**config.mk**
```make
export PLATFORM = sky130hd
export DESIGN_NAME = dspt_timer
export DESIGN_NICKNAME = d
export VERILOG_FILES = /design/src/common/dspt_pkg.sv /design/src/hw/dspt_timer.sv
export SDC_FILE = /design/constraint.sdc
export NUM_CORES = 1
export LEC_CHECK = 0
export BUFFER_PORTS_ARGS = -buffer_cell sky130_fd_sc_hd__buf_2
export CAP_MARGIN = 10
export CORE_UTILIZATION = 50
export CTS_CLUSTER_SIZE = 24
export DETAILED_ROUTE_END_ITERATION = 8
export PLACE_DENSITY = 0.73
export SLEW_MARGIN = 10
export SYNTH_ARGS = -nofsm -noshare
export SYNTH_HDL_FRONTEND = slang
export SYNTH_SLANG_ARGS = --single-unit
```
**constraint.sdc**
```tcl
create_clock -name aclk -period 2.8 [get_ports aclk]
set_input_delay 0.28 -clock aclk [delete_from_list [all_inputs] [get_ports aclk]]
set_output_delay 0.28 -clock aclk [all_outputs]
set_load 0.1 [all_outputs]
```
**src/common/dspt_pkg.sv**
```systemverilog
// Package of constants, bus carriers and state layout for the dual-slope PWM timer with asynchronous clocking.
package dspt_pkg;

  // Register byte offsets on the AXI4-Lite slave.
  localparam logic [31:0] OFS_CONTROL = 32'h0000_0000;
  localparam logic [31:0] OFS_COUNT = 32'h0000_0004;
  localparam logic [31:0] OFS_COMPARE = 32'h0000_0008;
  localparam logic [31:0] OFS_STATUS = 32'h0000_000c;
  localparam logic [31:0] OFS_FLAGS = 32'h0000_0010;
  localparam logic [31:0] OFS_ENABLE = 32'h0000_0014;

  // Control register field positions.
  localparam int CTL_WGM_LO = 6;
  localparam int CTL_COM_HI = 5;
  localparam int CTL_COM_LO = 4;
  localparam int CTL_WGM_HI = 3;
  localparam logic [7:0] CTL_WRITE_MASK = 8'h7f;
  localparam logic [7:0] CTL_RESET = 8'h00;

  // Status register field positions; the busy bits are count at bit 2, compare at bit 1 and control at bit 0.
  localparam int STS_ASYNC = 3;
  localparam int BUSY_COUNT = 2;
  localparam int BUSY_COMPARE = 1;
  localparam int BUSY_CONTROL = 0;

  // Flag and enable register field positions.
  localparam int FLG_OVERFLOW = 0;
  localparam int FLG_COMPARE = 1;

  // Waveform mode codes.
  localparam logic [1:0] MODE_DUAL_SLOPE = 2'h1;

  // Counter limits.
  localparam logic [7:0] CNT_MAX = 8'hff;
  localparam logic [7:0] CNT_BOTTOM = 8'h00;
  localparam logic [7:0] CNT_ONE = 8'h01;

  // Prescaler masks: a tick is issued when all masked bits are ones.
  localparam logic [9:0] PSC_DIV1 = 10'h000;
  localparam logic [9:0] PSC_DIV8 = 10'h007;
  localparam logic [9:0] PSC_DIV32 = 10'h01f;
  localparam logic [9:0] PSC_DIV64 = 10'h03f;
  localparam logic [9:0] PSC_DIV128 = 10'h07f;
  localparam logic [9:0] PSC_DIV256 = 10'h0ff;
  localparam logic [9:0] PSC_DIV1024 = 10'h3ff;

  // Crystal edges before a latched write lands, and processor cycles of flag synchronisation.
  localparam logic [1:0] XFER_EDGES = 2'h2;
  localparam int FLAG_SYNC_STAGES = 3;

  // AXI4-Lite responses.
  localparam logic [1:0] RESP_OKAY = 2'h0;
  localparam logic [1:0] RESP_SLVERR = 2'h2;

  typedef struct packed {
    logic        awvalid;
    logic [31:0] awaddr;
    logic        wvalid;
    logic [31:0] wdata;
    logic [3:0]  wstrb;
    logic        bready;
    logic        arvalid;
    logic [31:0] araddr;
    logic        rready;
  } dspt_axi_req_t;

  typedef struct packed {
    logic        awready;
    logic        wready;
    logic        bvalid;
    logic [1:0]  bresp;
    logic        arready;
    logic        rvalid;
    logic [31:0] rdata;
    logic [1:0]  rresp;
  } dspt_axi_rsp_t;

  typedef struct packed {
    logic [1:0]       xsync;
    logic             xprev;
    logic [7:0]       ctrl;
    logic [7:0]       cnt;
    logic [7:0]       ocr_buf;
    logic [7:0]       ocr_act;
    logic             dir_down;
    logic             pin;
    logic             async_sel;
    logic [9:0]       presc;
    logic [2:0][7:0]  tmp;
    logic [2:0]       busy;
    logic [2:0][1:0]  edges;
    logic [7:0]       shadow;
    logic             ovf_flag;
    logic             cmp_flag;
    logic             ovf_en;
    logic             cmp_en;
    logic [1:0]       ev_pend;
    logic [FLAG_SYNC_STAGES-1:0][1:0] fsync;
    logic             rearm;
    logic             aw_held;
    logic [31:0]      awaddr_h;
    logic             w_held;
    logic [7:0]       wdata_h;
    logic             wstrb_h;
    logic             bvalid;
    logic [1:0]       bresp;
    logic             rvalid;
    logic [7:0]       rdata;
    logic [1:0]       rresp;
  } dspt_state_t;

  localparam dspt_state_t STATE_RESET = '0;

endpackage

```
**src/hw/dspt_timer.sv**
```systemverilog
// Dual-slope PWM timer slice with asynchronous crystal clocking behind an AXI4-Lite slave.
// Summary of operation
// - Mode code 1 counts up then down.
// - Mode 2: clear on up match, set down.
// - Mode 3: set on up match, clear down.
// - Fixed eight-bit resolution, turning at 0xFF.
// - Counter holds maximum one tick, then decrements.
// - Overflow flag set when counter reaches zero.
// - Compare zero low, maximum high; inverted opposite.
// - At maximum, output takes up-match level unless compare is 0xFF.
// - Missed up match still gives symmetric transition.
// - Period is 510 prescaled ticks.
// - Async control, count and compare writes land after two crystal edges.
// - Separate busy flag per latched register.
// - Pending compare or count write suppresses matching.
// - Interrupt re-arms after one crystal cycle.
// - Async interrupt follows on next timer cycle.
// - Async count reads via crystal-refreshed shadow register.
// - Async flag sync: three cycles plus one.
// - Output pin changes on timer tick only.
// - Async select runs timer from crystal input.
//
// The implementer's own choices: register access over AXI4-Lite and the register addresses.
`timescale 1ns/100ps
module dspt_timer (
  // Clock and reset
  input  wire logic aclk,
  input  wire logic aresetn,
  // Register bus
  input  wire dspt_pkg::dspt_axi_req_t axi_req,
  output dspt_pkg::dspt_axi_rsp_t axi_rsp,
  // Crystal clock, sampled as an ordinary input
  input  wire logic crystal_clock_input,
  // Waveform output and interrupt request
  output logic compare_output_pin,
  output logic compare_output_en,
  output logic irq_request
);

  dspt_pkg::dspt_state_t st_r;
  dspt_pkg::dspt_state_t st_nxt;

  function automatic logic addr_ok(input logic [31:0] a);
    addr_ok = (a == dspt_pkg::OFS_CONTROL) || (a == dspt_pkg::OFS_COUNT) ||
              (a == dspt_pkg::OFS_COMPARE) || (a == dspt_pkg::OFS_STATUS) ||
              (a == dspt_pkg::OFS_FLAGS) || (a == dspt_pkg::OFS_ENABLE);
  endfunction

  always_comb begin
    logic xedge;
    logic src_edge;
    logic tick;
    logic [9:0] mask;
    logic [1:0] wgm;
    logic [1:0] com;
    logic cmp_ok;
    logic match;
    logic ev_ovf;
    logic ev_cmp;
    logic set_ovf;
    logic set_cmp;
    logic [7:0] new_ocr;
    logic aw_have;
    logic w_have;
    logic [31:0] wa;
    logic [7:0] wd;
    logic we;
    logic clr_any;
    st_nxt = st_r;
    xedge = 1'b0;
    src_edge = 1'b0;
    tick = 1'b0;
    mask = dspt_pkg::PSC_DIV1;
    wgm = {st_r.ctrl[dspt_pkg::CTL_WGM_HI], st_r.ctrl[dspt_pkg::CTL_WGM_LO]};
    com = st_r.ctrl[dspt_pkg::CTL_COM_HI:dspt_pkg::CTL_COM_LO];
    cmp_ok = 1'b0;
    match = 1'b0;
    ev_ovf = 1'b0;
    ev_cmp = 1'b0;
    set_ovf = 1'b0;
    set_cmp = 1'b0;
    new_ocr = st_r.ocr_buf;
    aw_have = 1'b0;
    w_have = 1'b0;
    wa = st_r.awaddr_h;
    wd = st_r.wdata_h;
    we = st_r.wstrb_h;
    clr_any = 1'b0;

    // The first synchroniser stage feeds only the second; edges are found past it.
    st_nxt.xsync = {st_r.xsync[0], crystal_clock_input};
    st_nxt.xprev = st_r.xsync[1];
    xedge = st_r.xsync[1] & ~st_r.xprev;

    // Timer clock source and prescaler.
    src_edge = st_r.async_sel ? xedge : 1'b1;
    if (src_edge) begin
      st_nxt.presc = st_r.presc + 10'h001;
    end
    case (st_r.ctrl[2:0])
      3'h1: mask = dspt_pkg::PSC_DIV1;
      3'h2: mask = dspt_pkg::PSC_DIV8;
      3'h3: mask = dspt_pkg::PSC_DIV32;
      3'h4: mask = dspt_pkg::PSC_DIV64;
      3'h5: mask = dspt_pkg::PSC_DIV128;
      3'h6: mask = dspt_pkg::PSC_DIV256;
      3'h7: mask = dspt_pkg::PSC_DIV1024;
      default: mask = dspt_pkg::PSC_DIV1;
    endcase
    tick = src_edge && (st_r.ctrl[2:0] != 3'h0) && ((st_r.presc & mask) == mask);

    // A pending count or compare write blocks matching.
    cmp_ok = ~(st_r.busy[dspt_pkg::BUSY_COUNT] | st_r.busy[dspt_pkg::BUSY_COMPARE]);
    match = cmp_ok && (st_r.cnt == st_r.ocr_act);

    if (tick) begin
      ev_cmp = match;
      if (wgm == dspt_pkg::MODE_DUAL_SLOPE) begin
        if (!st_r.dir_down && st_r.cnt == dspt_pkg::CNT_MAX) begin
          // Turnaround: one tick at maximum, new compare value taken here.
          st_nxt.cnt = dspt_pkg::CNT_MAX - dspt_pkg::CNT_ONE;
          st_nxt.dir_down = 1'b1;
          st_nxt.ocr_act = new_ocr;
          // Compare at maximum behaves as a down match, otherwise the up level keeps symmetry.
          if (com[1]) begin
            st_nxt.pin = (new_ocr == dspt_pkg::CNT_MAX) ? ~com[0] : com[0];
          end
        end else begin
          if (st_r.dir_down && st_r.cnt == dspt_pkg::CNT_BOTTOM) begin
            st_nxt.cnt = dspt_pkg::CNT_ONE;
            st_nxt.dir_down = 1'b0;
          end else if (st_r.dir_down) begin
            st_nxt.cnt = st_r.cnt - dspt_pkg::CNT_ONE;
            ev_ovf = (st_r.cnt == dspt_pkg::CNT_ONE);
          end else begin
            st_nxt.cnt = st_r.cnt + dspt_pkg::CNT_ONE;
          end
          // A match at bottom counts as an up match so a zero compare stays low in mode 2 and high in mode 3.
          if (match && com[1]) begin
            if (st_r.dir_down && st_r.cnt != dspt_pkg::CNT_BOTTOM) begin
              st_nxt.pin = ~com[0];
            end else begin
              st_nxt.pin = com[0];
            end
          end
        end
      end else begin
        // Other modes simply count up and wrap with an unbuffered compare.
        st_nxt.cnt = st_r.cnt + dspt_pkg::CNT_ONE;
        st_nxt.dir_down = 1'b0;
        st_nxt.ocr_act = st_r.ocr_buf;
        ev_ovf = (st_r.cnt == dspt_pkg::CNT_MAX);
      end
    end
    if (wgm != dspt_pkg::MODE_DUAL_SLOPE) begin
      st_nxt.ocr_act = st_r.ocr_buf;
    end

    // Flag path: direct in synchronous mode, delayed one crystal cycle plus three stages otherwise.
    st_nxt.fsync = {st_r.fsync[dspt_pkg::FLAG_SYNC_STAGES-2:0], 2'h0};
    if (st_r.async_sel) begin
      st_nxt.ev_pend = st_r.ev_pend | {ev_cmp, ev_ovf};
      if (xedge) begin
        st_nxt.fsync[0] = st_r.ev_pend;
        st_nxt.ev_pend = {ev_cmp, ev_ovf};
      end
      set_ovf = st_r.fsync[dspt_pkg::FLAG_SYNC_STAGES-1][0];
      set_cmp = st_r.fsync[dspt_pkg::FLAG_SYNC_STAGES-1][1];
    end else begin
      st_nxt.ev_pend = 2'h0;
      set_ovf = ev_ovf;
      set_cmp = ev_cmp;
    end

    // Shadow of the count refreshed on every crystal edge.
    if (xedge) begin
      st_nxt.shadow = st_r.cnt;
      st_nxt.rearm = 1'b1;
    end

    // Latched writes land on the second crystal edge after they were made.
    for (int i = 0; i < 3; i++) begin
      if (st_r.busy[i] && xedge) begin
        st_nxt.edges[i] = st_r.edges[i] + 2'h1;
        if (st_r.edges[i] + 2'h1 == dspt_pkg::XFER_EDGES) begin
          st_nxt.busy[i] = 1'b0;
          st_nxt.edges[i] = 2'h0;
          case (i)
            dspt_pkg::BUSY_COUNT: st_nxt.cnt = st_r.tmp[i];
            dspt_pkg::BUSY_COMPARE: st_nxt.ocr_buf = st_r.tmp[i];
            default: st_nxt.ctrl = st_r.tmp[i];
          endcase
        end
      end
    end

    // Write channel: address and data are taken independently, in either order.
    aw_have = st_r.aw_held | (axi_req.awvalid & ~st_r.bvalid);
    w_have = st_r.w_held | (axi_req.wvalid & ~st_r.bvalid);
    if (!st_r.aw_held) begin
      wa = axi_req.awaddr;
    end
    if (!st_r.w_held) begin
      wd = axi_req.wdata[7:0];
      we = axi_req.wstrb[0];
    end
    st_nxt.aw_held = aw_have & ~w_have;
    st_nxt.w_held = w_have & ~aw_have;
    if (!st_r.aw_held) begin
      st_nxt.awaddr_h = axi_req.awaddr;
    end
    if (!st_r.w_held) begin
      st_nxt.wdata_h = axi_req.wdata[7:0];
      st_nxt.wstrb_h = axi_req.wstrb[0];
    end
    if (st_r.bvalid && axi_req.bready) begin
      st_nxt.bvalid = 1'b0;
    end
    if (aw_have && w_have) begin
      st_nxt.bvalid = 1'b1;
      st_nxt.bresp = addr_ok(wa) ? dspt_pkg::RESP_OKAY : dspt_pkg::RESP_SLVERR;
      if (we) begin
        case (wa)
          dspt_pkg::OFS_CONTROL: begin
            if (st_r.async_sel) begin
              st_nxt.tmp[dspt_pkg::BUSY_CONTROL] = wd & dspt_pkg::CTL_WRITE_MASK;
              st_nxt.busy[dspt_pkg::BUSY_CONTROL] = 1'b1;
              st_nxt.edges[dspt_pkg::BUSY_CONTROL] = 2'h0;
            end else begin
              st_nxt.ctrl = wd & dspt_pkg::CTL_WRITE_MASK;
            end
          end
          dspt_pkg::OFS_COUNT: begin
            if (st_r.async_sel) begin
              st_nxt.tmp[dspt_pkg::BUSY_COUNT] = wd;
              st_nxt.busy[dspt_pkg::BUSY_COUNT] = 1'b1;
              st_nxt.edges[dspt_pkg::BUSY_COUNT] = 2'h0;
            end else begin
              st_nxt.cnt = wd;
            end
          end
          dspt_pkg::OFS_COMPARE: begin
            if (st_r.async_sel) begin
              st_nxt.tmp[dspt_pkg::BUSY_COMPARE] = wd;
              st_nxt.busy[dspt_pkg::BUSY_COMPARE] = 1'b1;
              st_nxt.edges[dspt_pkg::BUSY_COMPARE] = 2'h0;
            end else begin
              st_nxt.ocr_buf = wd;
            end
          end
          dspt_pkg::OFS_STATUS: st_nxt.async_sel = wd[dspt_pkg::STS_ASYNC];
          dspt_pkg::OFS_FLAGS: begin
            clr_any = wd[dspt_pkg::FLG_OVERFLOW] | wd[dspt_pkg::FLG_COMPARE];
            if (wd[dspt_pkg::FLG_OVERFLOW]) begin
              st_nxt.ovf_flag = 1'b0;
            end
            if (wd[dspt_pkg::FLG_COMPARE]) begin
              st_nxt.cmp_flag = 1'b0;
            end
          end
          dspt_pkg::OFS_ENABLE: begin
            st_nxt.ovf_en = wd[dspt_pkg::FLG_OVERFLOW];
            st_nxt.cmp_en = wd[dspt_pkg::FLG_COMPARE];
          end
          default: st_nxt.bresp = dspt_pkg::RESP_SLVERR;
        endcase
      end
    end
    // Clearing a flag in asynchronous mode disarms the request until the next crystal edge.
    if (clr_any && st_r.async_sel && !xedge) begin
      st_nxt.rearm = 1'b0;
    end
    // A hardware set in the clearing cycle wins.
    if (set_ovf) begin
      st_nxt.ovf_flag = 1'b1;
    end
    if (set_cmp) begin
      st_nxt.cmp_flag = 1'b1;
    end

    // Read channel.
    if (st_r.rvalid && axi_req.rready) begin
      st_nxt.rvalid = 1'b0;
    end
    if (axi_req.arvalid && !st_r.rvalid) begin
      st_nxt.rvalid = 1'b1;
      st_nxt.rresp = dspt_pkg::RESP_OKAY;
      case (axi_req.araddr)
        dspt_pkg::OFS_CONTROL: st_nxt.rdata = st_r.ctrl;
        dspt_pkg::OFS_COUNT: st_nxt.rdata = st_r.async_sel ? st_r.shadow : st_r.cnt;
        dspt_pkg::OFS_COMPARE: st_nxt.rdata = st_r.ocr_buf;
        dspt_pkg::OFS_STATUS: st_nxt.rdata = {4'h0, st_r.async_sel, st_r.busy};
        dspt_pkg::OFS_FLAGS: st_nxt.rdata = {6'h00, st_r.cmp_flag, st_r.ovf_flag};
        dspt_pkg::OFS_ENABLE: st_nxt.rdata = {6'h00, st_r.cmp_en, st_r.ovf_en};
        default: begin
          st_nxt.rdata = 8'h00;
          st_nxt.rresp = dspt_pkg::RESP_SLVERR;
        end
      endcase
    end
  end

  always_ff @(posedge aclk) begin
    if (!aresetn) begin
      st_r <= dspt_pkg::STATE_RESET;
    end else begin
      st_r <= st_nxt;
    end
  end

  always_comb begin
    axi_rsp.awready = ~st_r.aw_held & ~st_r.bvalid;
    axi_rsp.wready = ~st_r.w_held & ~st_r.bvalid;
    axi_rsp.bvalid = st_r.bvalid;
    axi_rsp.bresp = st_r.bresp;
    axi_rsp.arready = ~st_r.rvalid;
    axi_rsp.rvalid = st_r.rvalid;
    axi_rsp.rdata = {24'h000000, st_r.rdata};
    axi_rsp.rresp = st_r.rresp;
  end

  assign compare_output_pin = st_r.pin;
  assign compare_output_en = st_r.ctrl[dspt_pkg::CTL_COM_HI];
  assign irq_request = st_r.rearm & ((st_r.ovf_flag & st_r.ovf_en) | (st_r.cmp_flag & st_r.cmp_en));

endmodule

```
==> Flow_metrics.wiki, run 1 <==
{| class="wikitable"
! Metric !! Value
|-
| # IOs || 152
|-
| Main combinational cell family by area after synthesis || simple AND/OR/NAND/NOR gates
|-
| Synth Area in XOR/XNOR || 3.04%
|-
| Power density relative to cell area || 593 nW/um2
|-
| Area occupied by multi-input gates || 4170 um2
|-
| Setup skew after layout || 0.0119 ns
|-
| Unrepaired setup endpoints after global routing || no
|-
| Startpoint of the worst hold path || axi_req[0]
|-
| Pin count of the biggest net entering global routing || 86
|-
| Leak || 0.00357 uW
|-
| Synth Area in Compound Gates || 13.6%
|-
| First drt pass iteration count || 7
|-
| Hold Fails Final Rpt || 0
|-
| Number of sinks on the clock net || 156
|-
| Core Footprint || 15200 um2
|-
| Post-synth EDFFs || 0
|-
| Startpoint-to-endpoint class of the critical path || flip-flop to flip-flop
|-
| Worst vdd ir || 0.421 mV
|-
| Setup TNS after final layout || 0 ns
|-
| Syn. warnings || 0
|-
| Wire length of the first global-routing pass || 31500 um
|-
| Syn Area/Cell || 8.74 um2
|-
| Library cell occupying the most area in the post-synthesis netlist || sky130_fd_sc_hd__dfxtp_1
|-
| Most Frequent Cell on Critical Path || sky130_fd_sc_hd__o31ai_1
|-
| Post-detailed-route DRC marker count || 2
|-
| FP Rows || 45
|-
| Worst Setup End Kind || flip-flop
|-
| Clk buf depth || 2
|-
| Worst flop-to-flop path startpoint || st_r[141]
|-
| Die span in x || 127 um
|-
| Fraction of layout instances using a drive strength above 1 || 20.1%
|-
| Hold-fix buffers, CTS || 0
|-
| Cell count of the worst hold path || 2
|-
| Final weighted congestion in routability-driven placement || 0.939
|-
| Number of max-cap violations || 0
|-
| Wire length after detailed routing || 19600 um
|-
| Class of the tightest hold or removal check || input pin to flip-flop
|-
| Seq/Total Area, Yosys || 40.1%
|-
| Setup Buffers After CTS || 0
|-
| DR vias || 6733
|-
| Share of flip-flops with an asynchronous set or reset || 0%
|-
| Area grow syn2layout || 14.9%
|-
| Cell type of the slowest stage on the worst timing path || sky130_fd_sc_hd__a2111oi_0
|-
| Die Outline Area || 16100 um2
|-
| Violations in the final reports || DRC
|-
| Drt first-iter violations || 700
|-
| Detailed placer's ending HPWL || 13500 um
|-
| Number of buffers and inverters on the critical path || 1
|-
| Overall fraction of global-route tracks in use || 24.9%
|-
| Vias in the first global route || 6122
|-
| FMAX || 0.376 GHz
|-
| Maximum level of the CTS H-tree || 4
|-
| Cts bufs inserted || 17
|-
| Synth top area cells || sky130_fd_sc_hd__dfxtp_1 40%, sky130_fd_sc_hd__mux2i_1 11%, sky130_fd_sc_hd__nor2_1 5.8%, sky130_fd_sc_hd__buf_4 3.9%, sky130_fd_sc_hd__nand2_1 3.1%
|-
| Endpoint of the lowest-slack register-to-register path || st_r[143]
|-
| Most frequent cells after synthesis || 156 x sky130_fd_sc_hd__dfxtp_1, 120 x sky130_fd_sc_hd__nor2_1, 86 x sky130_fd_sc_hd__mux2i_1, 65 x sky130_fd_sc_hd__nand2_1, 42 x sky130_fd_sc_hd__clkbuf_1
|-
| Setup slack of the worst register-to-register path || 0.14 ns
|-
| Chain of cells forming the critical path || inv_1, ha_1, or3b_2, o21ai_0, o31ai_1, a2111oi_0, o31ai_1
|-
| Die span in y || 127 um
|-
| Slew margin rel. || 53.4%
|-
| Most common cell in the netlist || sky130_fd_sc_hd__dfxtp_1
|-
| Outcome || finished, violations left
|-
| Sum of overflow across all layers after global routing || 0
|-
| WHS Endpoint || axi_rsp[34]
|-
| Net count, final || 1083
|-
| Max-slew violation total from the final report || 0
|-
| Clock tree root buffer cell || sky130_fd_sc_hd__clkbuf_16
|-
| Critical Path Max Stage Delay || 0.64 ns
|-
| Vias/cell || 5.75
|-
| Area share of and/or/nand/nor cells after synthesis || 21.2%
|-
| Arithmetic-cell share of the synthesized area counting full adders, half adders and majority gates || 0.804%
|-
| Number of instances in the synthesized netlist || 891
|-
| Clock tree from TritonCTS || built
|-
| Final cell utilization of the core || 58.8%
|-
| Routed wire per std cell || 16.8 um
|-
| CP required || 3.08 ns
|-
| Clock latency at the later pin of the worst-skew pair || 0.42 ns
|-
| Setup-failing EPs final || 0
|-
| FF+latch area || 3120 um2
|-
| Share of the synthesized area in the top cell type || 40.1%
|-
| Layout filler cell count || 1343
|-
| Period minus WS final || 2.66 ns
|-
| Leading register cell type out of synthesis || sky130_fd_sc_hd__dfxtp_1
|-
| Effective utilization at floorplan || 51.2%
|-
| Reg clk slew, reported paths || 0.06 ns
|-
| Number of inserted diodes || 0
|-
| Cell family with most CP delay || compound AO/OA/AOI/OAI gates
|-
| Total standard cell area after synthesis || 7780 um2
|-
| Initial antenna violation count || 0
|-
| Kind of launch point of the worst setup path || flip-flop
|-
| Logic depth of the worst register-to-register path || 7
|-
| Number of distinct library cells after synthesis || 74
|-
| Final antenna-violating net count || 0
|-
| Ratio of final minimum period to clock period || 95.1%
|-
| Mux share of post-synthesis cell area || 13.7%
|-
| Slew at the pin with the worst max-slew slack || 0.697 ns
|-
| Critical-path maximum fanout || 5
|-
| Port buffer count || 98
|-
| Crit path DAT || 2.94 ns
|-
| Synthesized flop and latch total || 156
|-
| Quantity of gates resized following cts || 0
|}
==> layout by cell type (no fill, tap or decap), types with 6 or more instances in the layout <==
master / Yosys / routed
sky130_fd_sc_hd__mux2i_1: 86 / 86
sky130_fd_sc_hd__o22ai_1: 7 / 7
sky130_fd_sc_hd__nand2b_1: 8 / 8
sky130_fd_sc_hd__xnor2_1: 14 / 14
sky130_fd_sc_hd__nor4_1: 21 / 21
sky130_fd_sc_hd__o21ai_0: 31 / 31
sky130_fd_sc_hd__conb_1: 1 / 26
sky130_fd_sc_hd__nor3_1: 18 / 18
sky130_fd_sc_hd__o21ai_1: 6 / 6
sky130_fd_sc_hd__and3_1: 6 / 6
sky130_fd_sc_hd__nor2_1: 120 / 120
sky130_fd_sc_hd__mux2_2: 14 / 14
sky130_fd_sc_hd__nand2_1: 65 / 65
sky130_fd_sc_hd__and2_1: 16 / 16
sky130_fd_sc_hd__nand3_1: 24 / 24
sky130_fd_sc_hd__or3_1: 6 / 6
sky130_fd_sc_hd__buf_2: 5 / 98
sky130_fd_sc_hd__a22oi_1: 8 / 8
sky130_fd_sc_hd__xor2_1: 13 / 13
sky130_fd_sc_hd__clkbuf_16: 0 / 17
sky130_fd_sc_hd__a21oi_1: 31 / 31
sky130_fd_sc_hd__a31oi_1: 10 / 10
sky130_fd_sc_hd__a211oi_1: 6 / 6
sky130_fd_sc_hd__a211oi_2: 11 / 11
sky130_fd_sc_hd__inv_1: 17 / 17
sky130_fd_sc_hd__nand4_1: 24 / 24
sky130_fd_sc_hd__dfxtp_1: 156 / 155
sky130_fd_sc_hd__buf_4: 40 / 29
sky130_fd_sc_hd__nor2b_1: 7 / 7
sky130_fd_sc_hd__clkinv_2: 0 / 6
==> power breakdown <==
part           total [uW]  leakage [uW]  switching, uW  internal [uW]
clock network        2340      0.000292            940           1400
registers            2330       0.00127           47.3           2280
logic                 630       0.00201            456            174
==> registers in the layout, summed over array words and instances (netlist names) <==
name,cells
axi_rsp,12
compare_output_en,1
st_nxt,6
st_r,136
compare_output_pin,1
==> per-layer routing <==
metal  global-route usage (%)  routed length, um  vias to the layer above
met3                     5.27               1330                       42
li1                         -                  -                     3269
met1                     33.2               8730                     3168
met5                        0                  0                        -
met4                     7.91                409                        0
met2                     40.4               9170                      254
==> cell families (layout without fill, tap and decap cells) <==
family | Yosys count | after routing
and+or+nand+nor | 337 | 337
DFF | 156 | 156
AOI/OAI and AO/OA | 151 | 151
buffers and inverters | 112 | 179
muxes | 102 | 102
xor gates and xnor gates | 27 | 27
adders and majority gates | 5 | 5
other | 1 | 26
==> worst max-delay path by stage <==
stage                         start  cells after the start  slack, ns     endpoint
after floorplan            st_r[56]                      4       0.36  axi_rsp[40]
after global placement    st_r[141]                      7       0.18    st_r[143]
after detailed placement  st_r[141]                      7       0.22    st_r[143]
after CTS                 st_r[141]                      7       0.20    st_r[143]
after global routing      st_r[141]                      7       0.05    st_r[143]
final                     st_r[141]                      7       0.14    st_r[143]
==> area by class of cell <==
class,instances,area share [%]
Multi-Input combinational cell,648,46.6
Sequential cell,156,34.9
Timing Repair Buffer,129,8.37
Clock buffer,18,4.80
Tap cell,188,2.63
Clock inverter,14,1.87
Inverter,18,0.769
==> per-stage QoR <==
stage	std cells	instance area, um2	setup WS [ns]	hold WS (ns)	power [uW]
CTS	1171	8940	0.196	0.0353	5320
finish	1171	8940	0.138	0.0434	5300
global placement	1139	8350	0.184	0.414	2990
detailed placement	1139	8350	0.221	0.419	2990
global route	1171	8940	0.0464	0.0530	5480
floorplan	916	7880	0.358	0.380	2860
Note: power is estimated with default switching activity, not from simulation.
==> run 2, diff against run 1 <==
--- a/config.mk
+++ b/config.mk
@@ -8,6 +8,7 @@
 export BUFFER_PORTS_ARGS = -buffer_cell sky130_fd_sc_hd__buf_2
 export CAP_MARGIN = 10
 export CORE_UTILIZATION = 50
+export CTS_BUF_LIST = sky130_fd_sc_hd__clkbuf_2
 export CTS_CLUSTER_SIZE = 24
 export DETAILED_ROUTE_END_ITERATION = 8
 export PLACE_DENSITY = 0.73
==> Flow_metrics.wiki, run 2 (synthesized netlist as in run 1, its figures left out) <==
{| class="wikitable"
! Metric !! Value
|-
| # IOs || 152 (unchanged)
|-
| Proportion of power drawn by flip-flops and latches || 53.3% (+9.4 points)
|-
| Leak || 0.00366 uW (+2.6%)
|-
| Overall fraction of global-route tracks in use || 25.8% (+0.89 points)
|-
| Net count, final || 1137 (+5.0%)
|-
| Cell type of the slowest stage on the worst timing path || sky130_fd_sc_hd__a2111oi_0
|-
| Post-detailed-placement cell area || 8350 um2 (unchanged)
|-
| Setup Buffers After CTS || 0 (unchanged)
|-
| Cell area after layout || 9150 um2 (+2.3%)
|-
| Clock tree root buffer cell || sky130_fd_sc_hd__clkbuf_2
|-
| Switching share of power || 31.1% (+3.9 points)
|-
| Net Switching || 1360 uW (-5.6%)
|-
| Cell-internal power || 3010 uW (-22%)
|-
| Total power || 4370 uW (-17%)
|-
| Sum of overflow across all layers after global routing || 0 (unchanged)
|-
| Final weighted congestion in routability-driven placement || 0.939 (unchanged)
|-
| Number of sinks on the clock net || 156 (unchanged)
|-
| Ratio of final minimum period to clock period || 97.7% (+2.7 points)
|-
| Setup skew after layout || 0.0397 ns (+0.0278 ns)
|-
| Number of inserted diodes || 0 (unchanged)
|-
| Quantity of gates resized following cts || 0 (unchanged)
|-
| Period minus WS final || 2.74 ns (+0.0745 ns)
|-
| Wire length of the first global-routing pass || 32600 um (+3.5%)
|-
| Die span in y || 127 um (unchanged)
|-
| Startpoint-to-endpoint class of the critical path || flip-flop to flip-flop
|-
| Fraction of layout instances using a drive strength above 1 || 19.2% (-0.95 points)
|-
| Chain of cells forming the critical path || inv_1, ha_1, or3b_2, o21ai_0, o31ai_1, a2111oi_0, o31ai_1
|-
| Area grow syn2layout || 17.5%
|-
| Area occupied by multi-input gates || 4170 um2 (unchanged)
|-
| Layout filler cell count || 1301 (-3.1%)
|-
| Clock latency at the later pin of the worst-skew pair || 0.75 ns (+0.33 ns)
|-
| Effective utilization at floorplan || 51.2% (unchanged)
|-
| FMAX || 0.365 GHz (-2.7%)
|-
| Most flops, register || st_r
|-
| DR vias || 6935 (+3.0%)
|-
| Final antenna-violating net count || 0 (unchanged)
|-
| Detailed placer's ending HPWL || 13500 um (unchanged)
|-
| Critical-path maximum fanout || 5 (unchanged)
|-
| Violations in the final reports || hold timing
|-
| Pre-CTS setup slack || 0.221 ns (unchanged)
|-
| Reg clk slew, reported paths || 0.22 ns (+0.16 ns)
|-
| Post-detailed-route DRC marker count || 0 (-2)
|-
| Wire length after detailed routing || 20400 um (+3.7%)
|-
| FP Rows || 45 (unchanged)
|-
| Critical Path Max Stage Delay || 0.63 ns (about the same)
|-
| Slew margin rel. || 56.8% (+3.5 points)
|-
| Part of the total power dissipated in the clock network || 30.9% (-13 points)
|-
| Combinational share of power || 15.8% (+3.9 points)
|-
| Clk buf depth || 2 (unchanged)
|-
| Worst Setup End Kind || flip-flop
|-
| Hold Fails Final Rpt || 2 (+2)
|-
| CP required || 3.42 ns (+0.34 ns)
|-
| Die span in x || 127 um (unchanged)
|-
| Routed wire per std cell || 16.6 um (-0.84%)
|-
| FF+latch area || 3120 um2 (unchanged)
|-
| Port buffer count || 98 (unchanged)
|-
| First drt pass iteration count || 6 (-1)
|-
| Initial antenna violation count || 0 (unchanged)
|-
| Clock tree from TritonCTS || built
|-
| Worst vdd ir || 0.478 mV (+14%)
|-
| Vias/cell || 5.66 (-1.5%)
|-
| Number of max-cap violations || 0 (unchanged)
|-
| Class of the tightest hold or removal check || input pin to flip-flop
|-
| Setup TNS after final layout || 0 ns (unchanged)
|-
| Maximum level of the CTS H-tree || 4 (unchanged)
|-
| Slew at the pin with the worst max-slew slack || 0.631 ns (-0.0657 ns)
|-
| Max-slew violation total from the final report || 0 (unchanged)
|-
| Slack of the critical path || 0.0632 ns (-0.0745 ns)
|-
| Unrepaired setup endpoints after global routing || no
|-
| Vias in the first global route || 6408 (+4.7%)
|-
| Most frequent standard cell in the layout excluding fill and tap cells || sky130_fd_sc_hd__dfxtp_1
|-
| Setup-failing EPs final || 0 (unchanged)
|-
| Most Frequent Cell on Critical Path || sky130_fd_sc_hd__o31ai_1
|-
| Outcome || finished, violations left
|-
| Drt first-iter violations || 559 (-20%)
|-
| Number of flip-flops under the largest register name || 136 (unchanged)
|-
| Cts bufs inserted || 17 (unchanged)
|-
| Die Outline Area || 16100 um2 (unchanged)
|-
| Crit path DAT || 3.36 ns (+0.42 ns)
|-
| Worst hold slack after final layout || -0.0445 ns (-0.0879 ns)
|-
| Core Footprint || 15200 um2 (unchanged)
|-
| Pin count of the biggest net entering global routing || 86 (unchanged)
|-
| Kind of launch point of the worst setup path || flip-flop
|-
| Power density relative to cell area || 478 nW/um2 (-19%)
|-
| Highest-count cells in the layout ignoring fill and taps || 155 x sky130_fd_sc_hd__dfxtp_1, 120 x sky130_fd_sc_hd__nor2_1, 98 x sky130_fd_sc_hd__buf_2
|}
==> run 2: cell type report <==
type                            count  area share (%)
Clock buffer                       18           0.985
Clock inverter                     14            1.83
Inverter                           18           0.752
Multi-Input combinational cell    648            45.6
Sequential cell                   156            34.2
Tap cell                          188            2.57
Timing Repair Buffer              183            14.1
==> run 2: layer usage <==
layer	wire length [um]	global-route usage, %	up-vias
li1	-	-	3382
met1	9030	33.5	3246
met2	9760	43.0	262
met3	1130	4.09	45
met4	454	10.5	0
met5	0	0	-
==> run 2: path summary, 6_finish.rpt <==
kind,start,endpoint,slack (ns),depth (start not counted)
hold reg to reg,st_nxt[63],st_r[63],0.45,1
setup reg to reg,st_r[141],st_r[143],0.06,7
hold / removal,axi_req[9],axi_rsp[5],-0.04,6
setup / recovery,st_r[141],st_r[143],0.06,7
==> run 2: worst max-delay path: cells and delay by family, from the launching register on <==
kind | cells | cell delay (ns)
fa+ha+maj | 1 | 0.25
buf+inv | 1 | 0.14
simple gates | 1 | 0.47
compound gates | 4 | 1.36
flops | 1 | 0.41
==> run 2: stage by stage <==
step / util, % / cells
after floorplan: - / 916
after global placement: 54.9 / 1139
after detailed placement: 54.9 / 1139
after CTS: 60.2 / 1226
after global routing: 60.2 / 1225
final: 60.2 / 1225
==> run 2: repair_timing <==
item	CTS	global route
endpoints found under the setup margin	0	2
hold endpoints to repair	62	0
hold buffers	55	0
==> run 2: power groups by stage <==
stage	Sequential, uW	Clock (uW)	Combinational [uW]
6_report	2330	1350	691
5_1_grt	2340	1450	732
4_1_cts	2330	1360	682
3_5_place_dp	2370	0	622
3_3_place_gp	2370	0	616
2_1_floorplan	2350	0	509
==> run 3, diff against run 2 <==
--- a/config.mk
+++ b/config.mk
@@ -6,11 +6,11 @@
 export NUM_CORES = 1
 export LEC_CHECK = 0
 export BUFFER_PORTS_ARGS = -buffer_cell sky130_fd_sc_hd__buf_2
-export CAP_MARGIN = 10
 export CORE_UTILIZATION = 50
 export CTS_BUF_LIST = sky130_fd_sc_hd__clkbuf_2
 export CTS_CLUSTER_SIZE = 24
 export DETAILED_ROUTE_END_ITERATION = 8
+export GPL_TIMING_DRIVEN = 0
 export PLACE_DENSITY = 0.73
 export SLEW_MARGIN = 10
 export SYNTH_ARGS = -nofsm -noshare
==> Flow_metrics.wiki, run 3 (synthesized netlist as in run 1, its figures left out) <==
{| class="wikitable"
! Metric !! Value
|-
| Outcome || complete, no violations
|-
| CP required || 3.44 ns (+0.02 ns)
|-
| Most Frequent Cell on Critical Path || sky130_fd_sc_hd__o31ai_1
|-
| Vias in the first global route || 6741 (+5.2%)
|-
| Hold Fails Final Rpt || 0 (-2)
|-
| Clock latency at the later pin of the worst-skew pair || 0.78 ns (+0.03 ns)
|-
| Number of flip-flops under the largest register name || 136 (unchanged)
|-
| Slew at the pin with the worst max-slew slack || 0.929 ns (+0.298 ns)
|-
| Number of stages on the worst setup path || 8 (+1)
|-
| Effective utilization at floorplan || 51.2% (unchanged)
|-
| Unrepaired setup endpoints after global routing || no
|-
| Overall fraction of global-route tracks in use || 28.7% (+2.9 points)
|-
| First drt pass iteration count || 5 (-1)
|-
| Count of placed standard cells in the final layout, fillers left out || 1289 (+5.2%)
|-
| Initial antenna violation count || 1 (+1)
|-
| Ratio of final minimum period to clock period || 95.1% (-2.6 points)
|-
| Fraction of layout instances using a drive strength above 1 || 20.1% (+0.90 points)
|-
| Sum of overflow across all layers after global routing || 0 (unchanged)
|-
| Clk buf depth || 2 (unchanged)
|-
| Leak || 0.00380 uW (+3.9%)
|-
| FP Rows || 45 (unchanged)
|-
| Clock tree from TritonCTS || built
|-
| Critical-path maximum fanout || 10 (+5)
|-
| Setup skew after layout || 0.0496 ns (+0.00987 ns)
|-
| Drt first-iter violations || 678 (+21%)
|-
| FMAX || 0.375 GHz (+2.7%)
|-
| Final weighted congestion in routability-driven placement || 0.958 (+2.0%)
|-
| Chain of cells forming the critical path || clkbuf_2, inv_1, ha_1, or3b_2, o21ai_2, o31ai_1, a2111oi_2, o31ai_1
|-
| Wire length of the first global-routing pass || 35500 um (+8.7%)
|-
| Die span in y || 127 um (unchanged)
|-
| Reg clk slew, reported paths || 0.24 ns (+0.02 ns)
|-
| Routed wire per std cell || 17.4 um (+4.5%)
|-
| Final antenna-violating net count || 0 (unchanged)
|-
| Slew margin rel. || 37.9% (-19 points)
|-
| Crit path DAT || 3.30 ns (-0.06 ns)
|-
| Power density relative to cell area || 458 nW/um2 (-4.3%)
|-
| Kind of launch point of the worst setup path || flip-flop
|-
| Clock tree root buffer cell || sky130_fd_sc_hd__clkbuf_2
|-
| # IOs || 152 (unchanged)
|-
| Cts bufs inserted || 17 (unchanged)
|-
| Vias/cell || 5.60 (-1.1%)
|-
| Max-slew violation total from the final report || 0 (unchanged)
|-
| Highest-count cells in the layout ignoring fill and taps || 156 x sky130_fd_sc_hd__dfxtp_1, 119 x sky130_fd_sc_hd__nor2_1, 101 x sky130_fd_sc_hd__buf_2
|-
| Die span in x || 127 um (unchanged)
|-
| Number of max-cap violations || 0 (unchanged)
|-
| Worst Setup End Kind || flip-flop
|-
| Class of the tightest hold or removal check || input pin to flip-flop
|-
| Logic depth of the worst register-to-register path || 8 (+1)
|-
| Critical Path Max Stage Delay || 0.51 ns (-0.12 ns)
|-
| Core Footprint || 15200 um2 (unchanged)
|-
| Placed Instances || 1201 (+5.4%)
|-
| Post-detailed-route DRC marker count || 0 (unchanged)
|-
| Net count, final || 1200 (+5.5%)
|-
| Detailed placer's ending HPWL || 15800 um (+18%)
|-
| Maximum level of the CTS H-tree || 4 (unchanged)
|-
| Cell type of the slowest stage on the worst timing path || sky130_fd_sc_hd__a2111oi_2
|-
| Most frequent standard cell in the layout excluding fill and tap cells || sky130_fd_sc_hd__dfxtp_1
|-
| Cell count of the worst hold path || 6 (unchanged)
|-
| Setup TNS after final layout || 0 ns (unchanged)
|-
| Cell family with most CP delay || compound AO/OA/AOI/OAI gates
|-
| Worst hold slack after final layout || 0.0557 ns (+0.100 ns)
|-
| Startpoint-to-endpoint class of the critical path || flip-flop to flip-flop
|-
| Number of buffers and inverters on the critical path || 2 (+1)
|-
| Number of sinks on the clock net || 156 (unchanged)
|-
| Pin count of the biggest net entering global routing || 20 (-77%)
|-
| Period minus WS final || 2.66 ns (-0.0729 ns)
|-
| Wire length after detailed routing || 22400 um (+9.9%)
|-
| Port buffer count || 97 (-1.0%)
|-
| Most flops, register || st_r
|-
| Area grow syn2layout || 21.1%
|-
| Die Outline Area || 16100 um2 (unchanged)
|-
| Setup-failing EPs final || 0 (unchanged)
|-
| DR vias || 7218 (+4.1%)
|-
| Worst vdd ir || 0.451 mV (-5.8%)
|}
-- run 3: cell count changes in the layout (fill, tap and decap cells not counted), moves of 2 or more --
cell / change
sky130_fd_sc_hd__clkbuf_1: +39
sky130_fd_sc_hd__buf_4: +11
sky130_fd_sc_hd__buf_1: +5
sky130_fd_sc_hd__clkbuf_2: +4
sky130_fd_sc_hd__clkinv_2: -4
sky130_fd_sc_hd__buf_2: +3
sky130_fd_sc_hd__bufinv_16: -2
sky130_fd_sc_hd__inv_6: +2
sky130_fd_sc_hd__inv_8: +2
sky130_fd_sc_hd__o21ai_2: +2
-- run 3: worst min-delay path: stages --
cell	delay, ns
sky130_fd_sc_hd__buf_2	0.07
sky130_fd_sc_hd__nor2_1	0.03
sky130_fd_sc_hd__nand4_1	0.08
sky130_fd_sc_hd__nor2_1	0.08
sky130_fd_sc_hd__nand4_1	0.17
sky130_fd_sc_hd__o21ai_0	0.10
-- run 3: stage by stage --
stage	total power, uW	instance area, um2	setup slack (ns)	util, %
after global placement	3030	8600	-0.285	56.6
after detailed placement	3030	8600	-0.259	56.6
final	4310	9420	0.136	62.0
after global routing	4480	9420	0.0224	62.0
after CTS	4310	9380	0.0274	61.7
after floorplan	2860	7880	0.358	-
-- run 3: cell type report --
cell class	count	area [um2]
repair buffers	153	1060
flip-flops and latches	156	3120
clock buffers	19	95.1
plain buffers	93	519
inverters	18	67.6
well taps	188	235
diodes	1	2.50
multi-input cells	648	4190
clock inverters	13	133
fillers	1353	5780
-- run 3: final timing paths --
kind	startpoint	to	slack [ns]
worst max-delay path	st_r[141]	st_r[143]	0.14
worst min-delay path	axi_req[9]	axi_rsp[8]	0.06
worst max register to register	st_r[141]	st_r[143]	0.14
worst min register to register	st_r[81]	st_r[81]	0.45
-- run 3: power breakdown --
group / leakage, uW / total, uW / internal (uW) / switching, uW
sequential: 0.00127 / 2320 / 2290 / 36.7
clock: 0.000141 / 1250 / 355 / 896
combinational: 0.00239 / 740 / 245 / 495
-- run 3: timing repair --
action	4_1_cts	5_1_grt
pin swaps	0	1
resized for setup	4	10
endpoints found under the setup margin	4	18
hold buffers	55	0
cloned	0	0
hold endpoints to repair	64	0
buffers inserted	0	1
-- run 3: per-layer routing --
layer  part of all wire (%)  GRT usage (%)  vias to the layer above  wire length [um]
met5                      0              0                        -                 0
met4                    2.9           12.2                        0               647
met3                    6.6           5.61                       47              1480
met2                     46           47.1                      272             10400
met1                     44           36.8                     3381              9920
li1                       -              -                     3518                 -
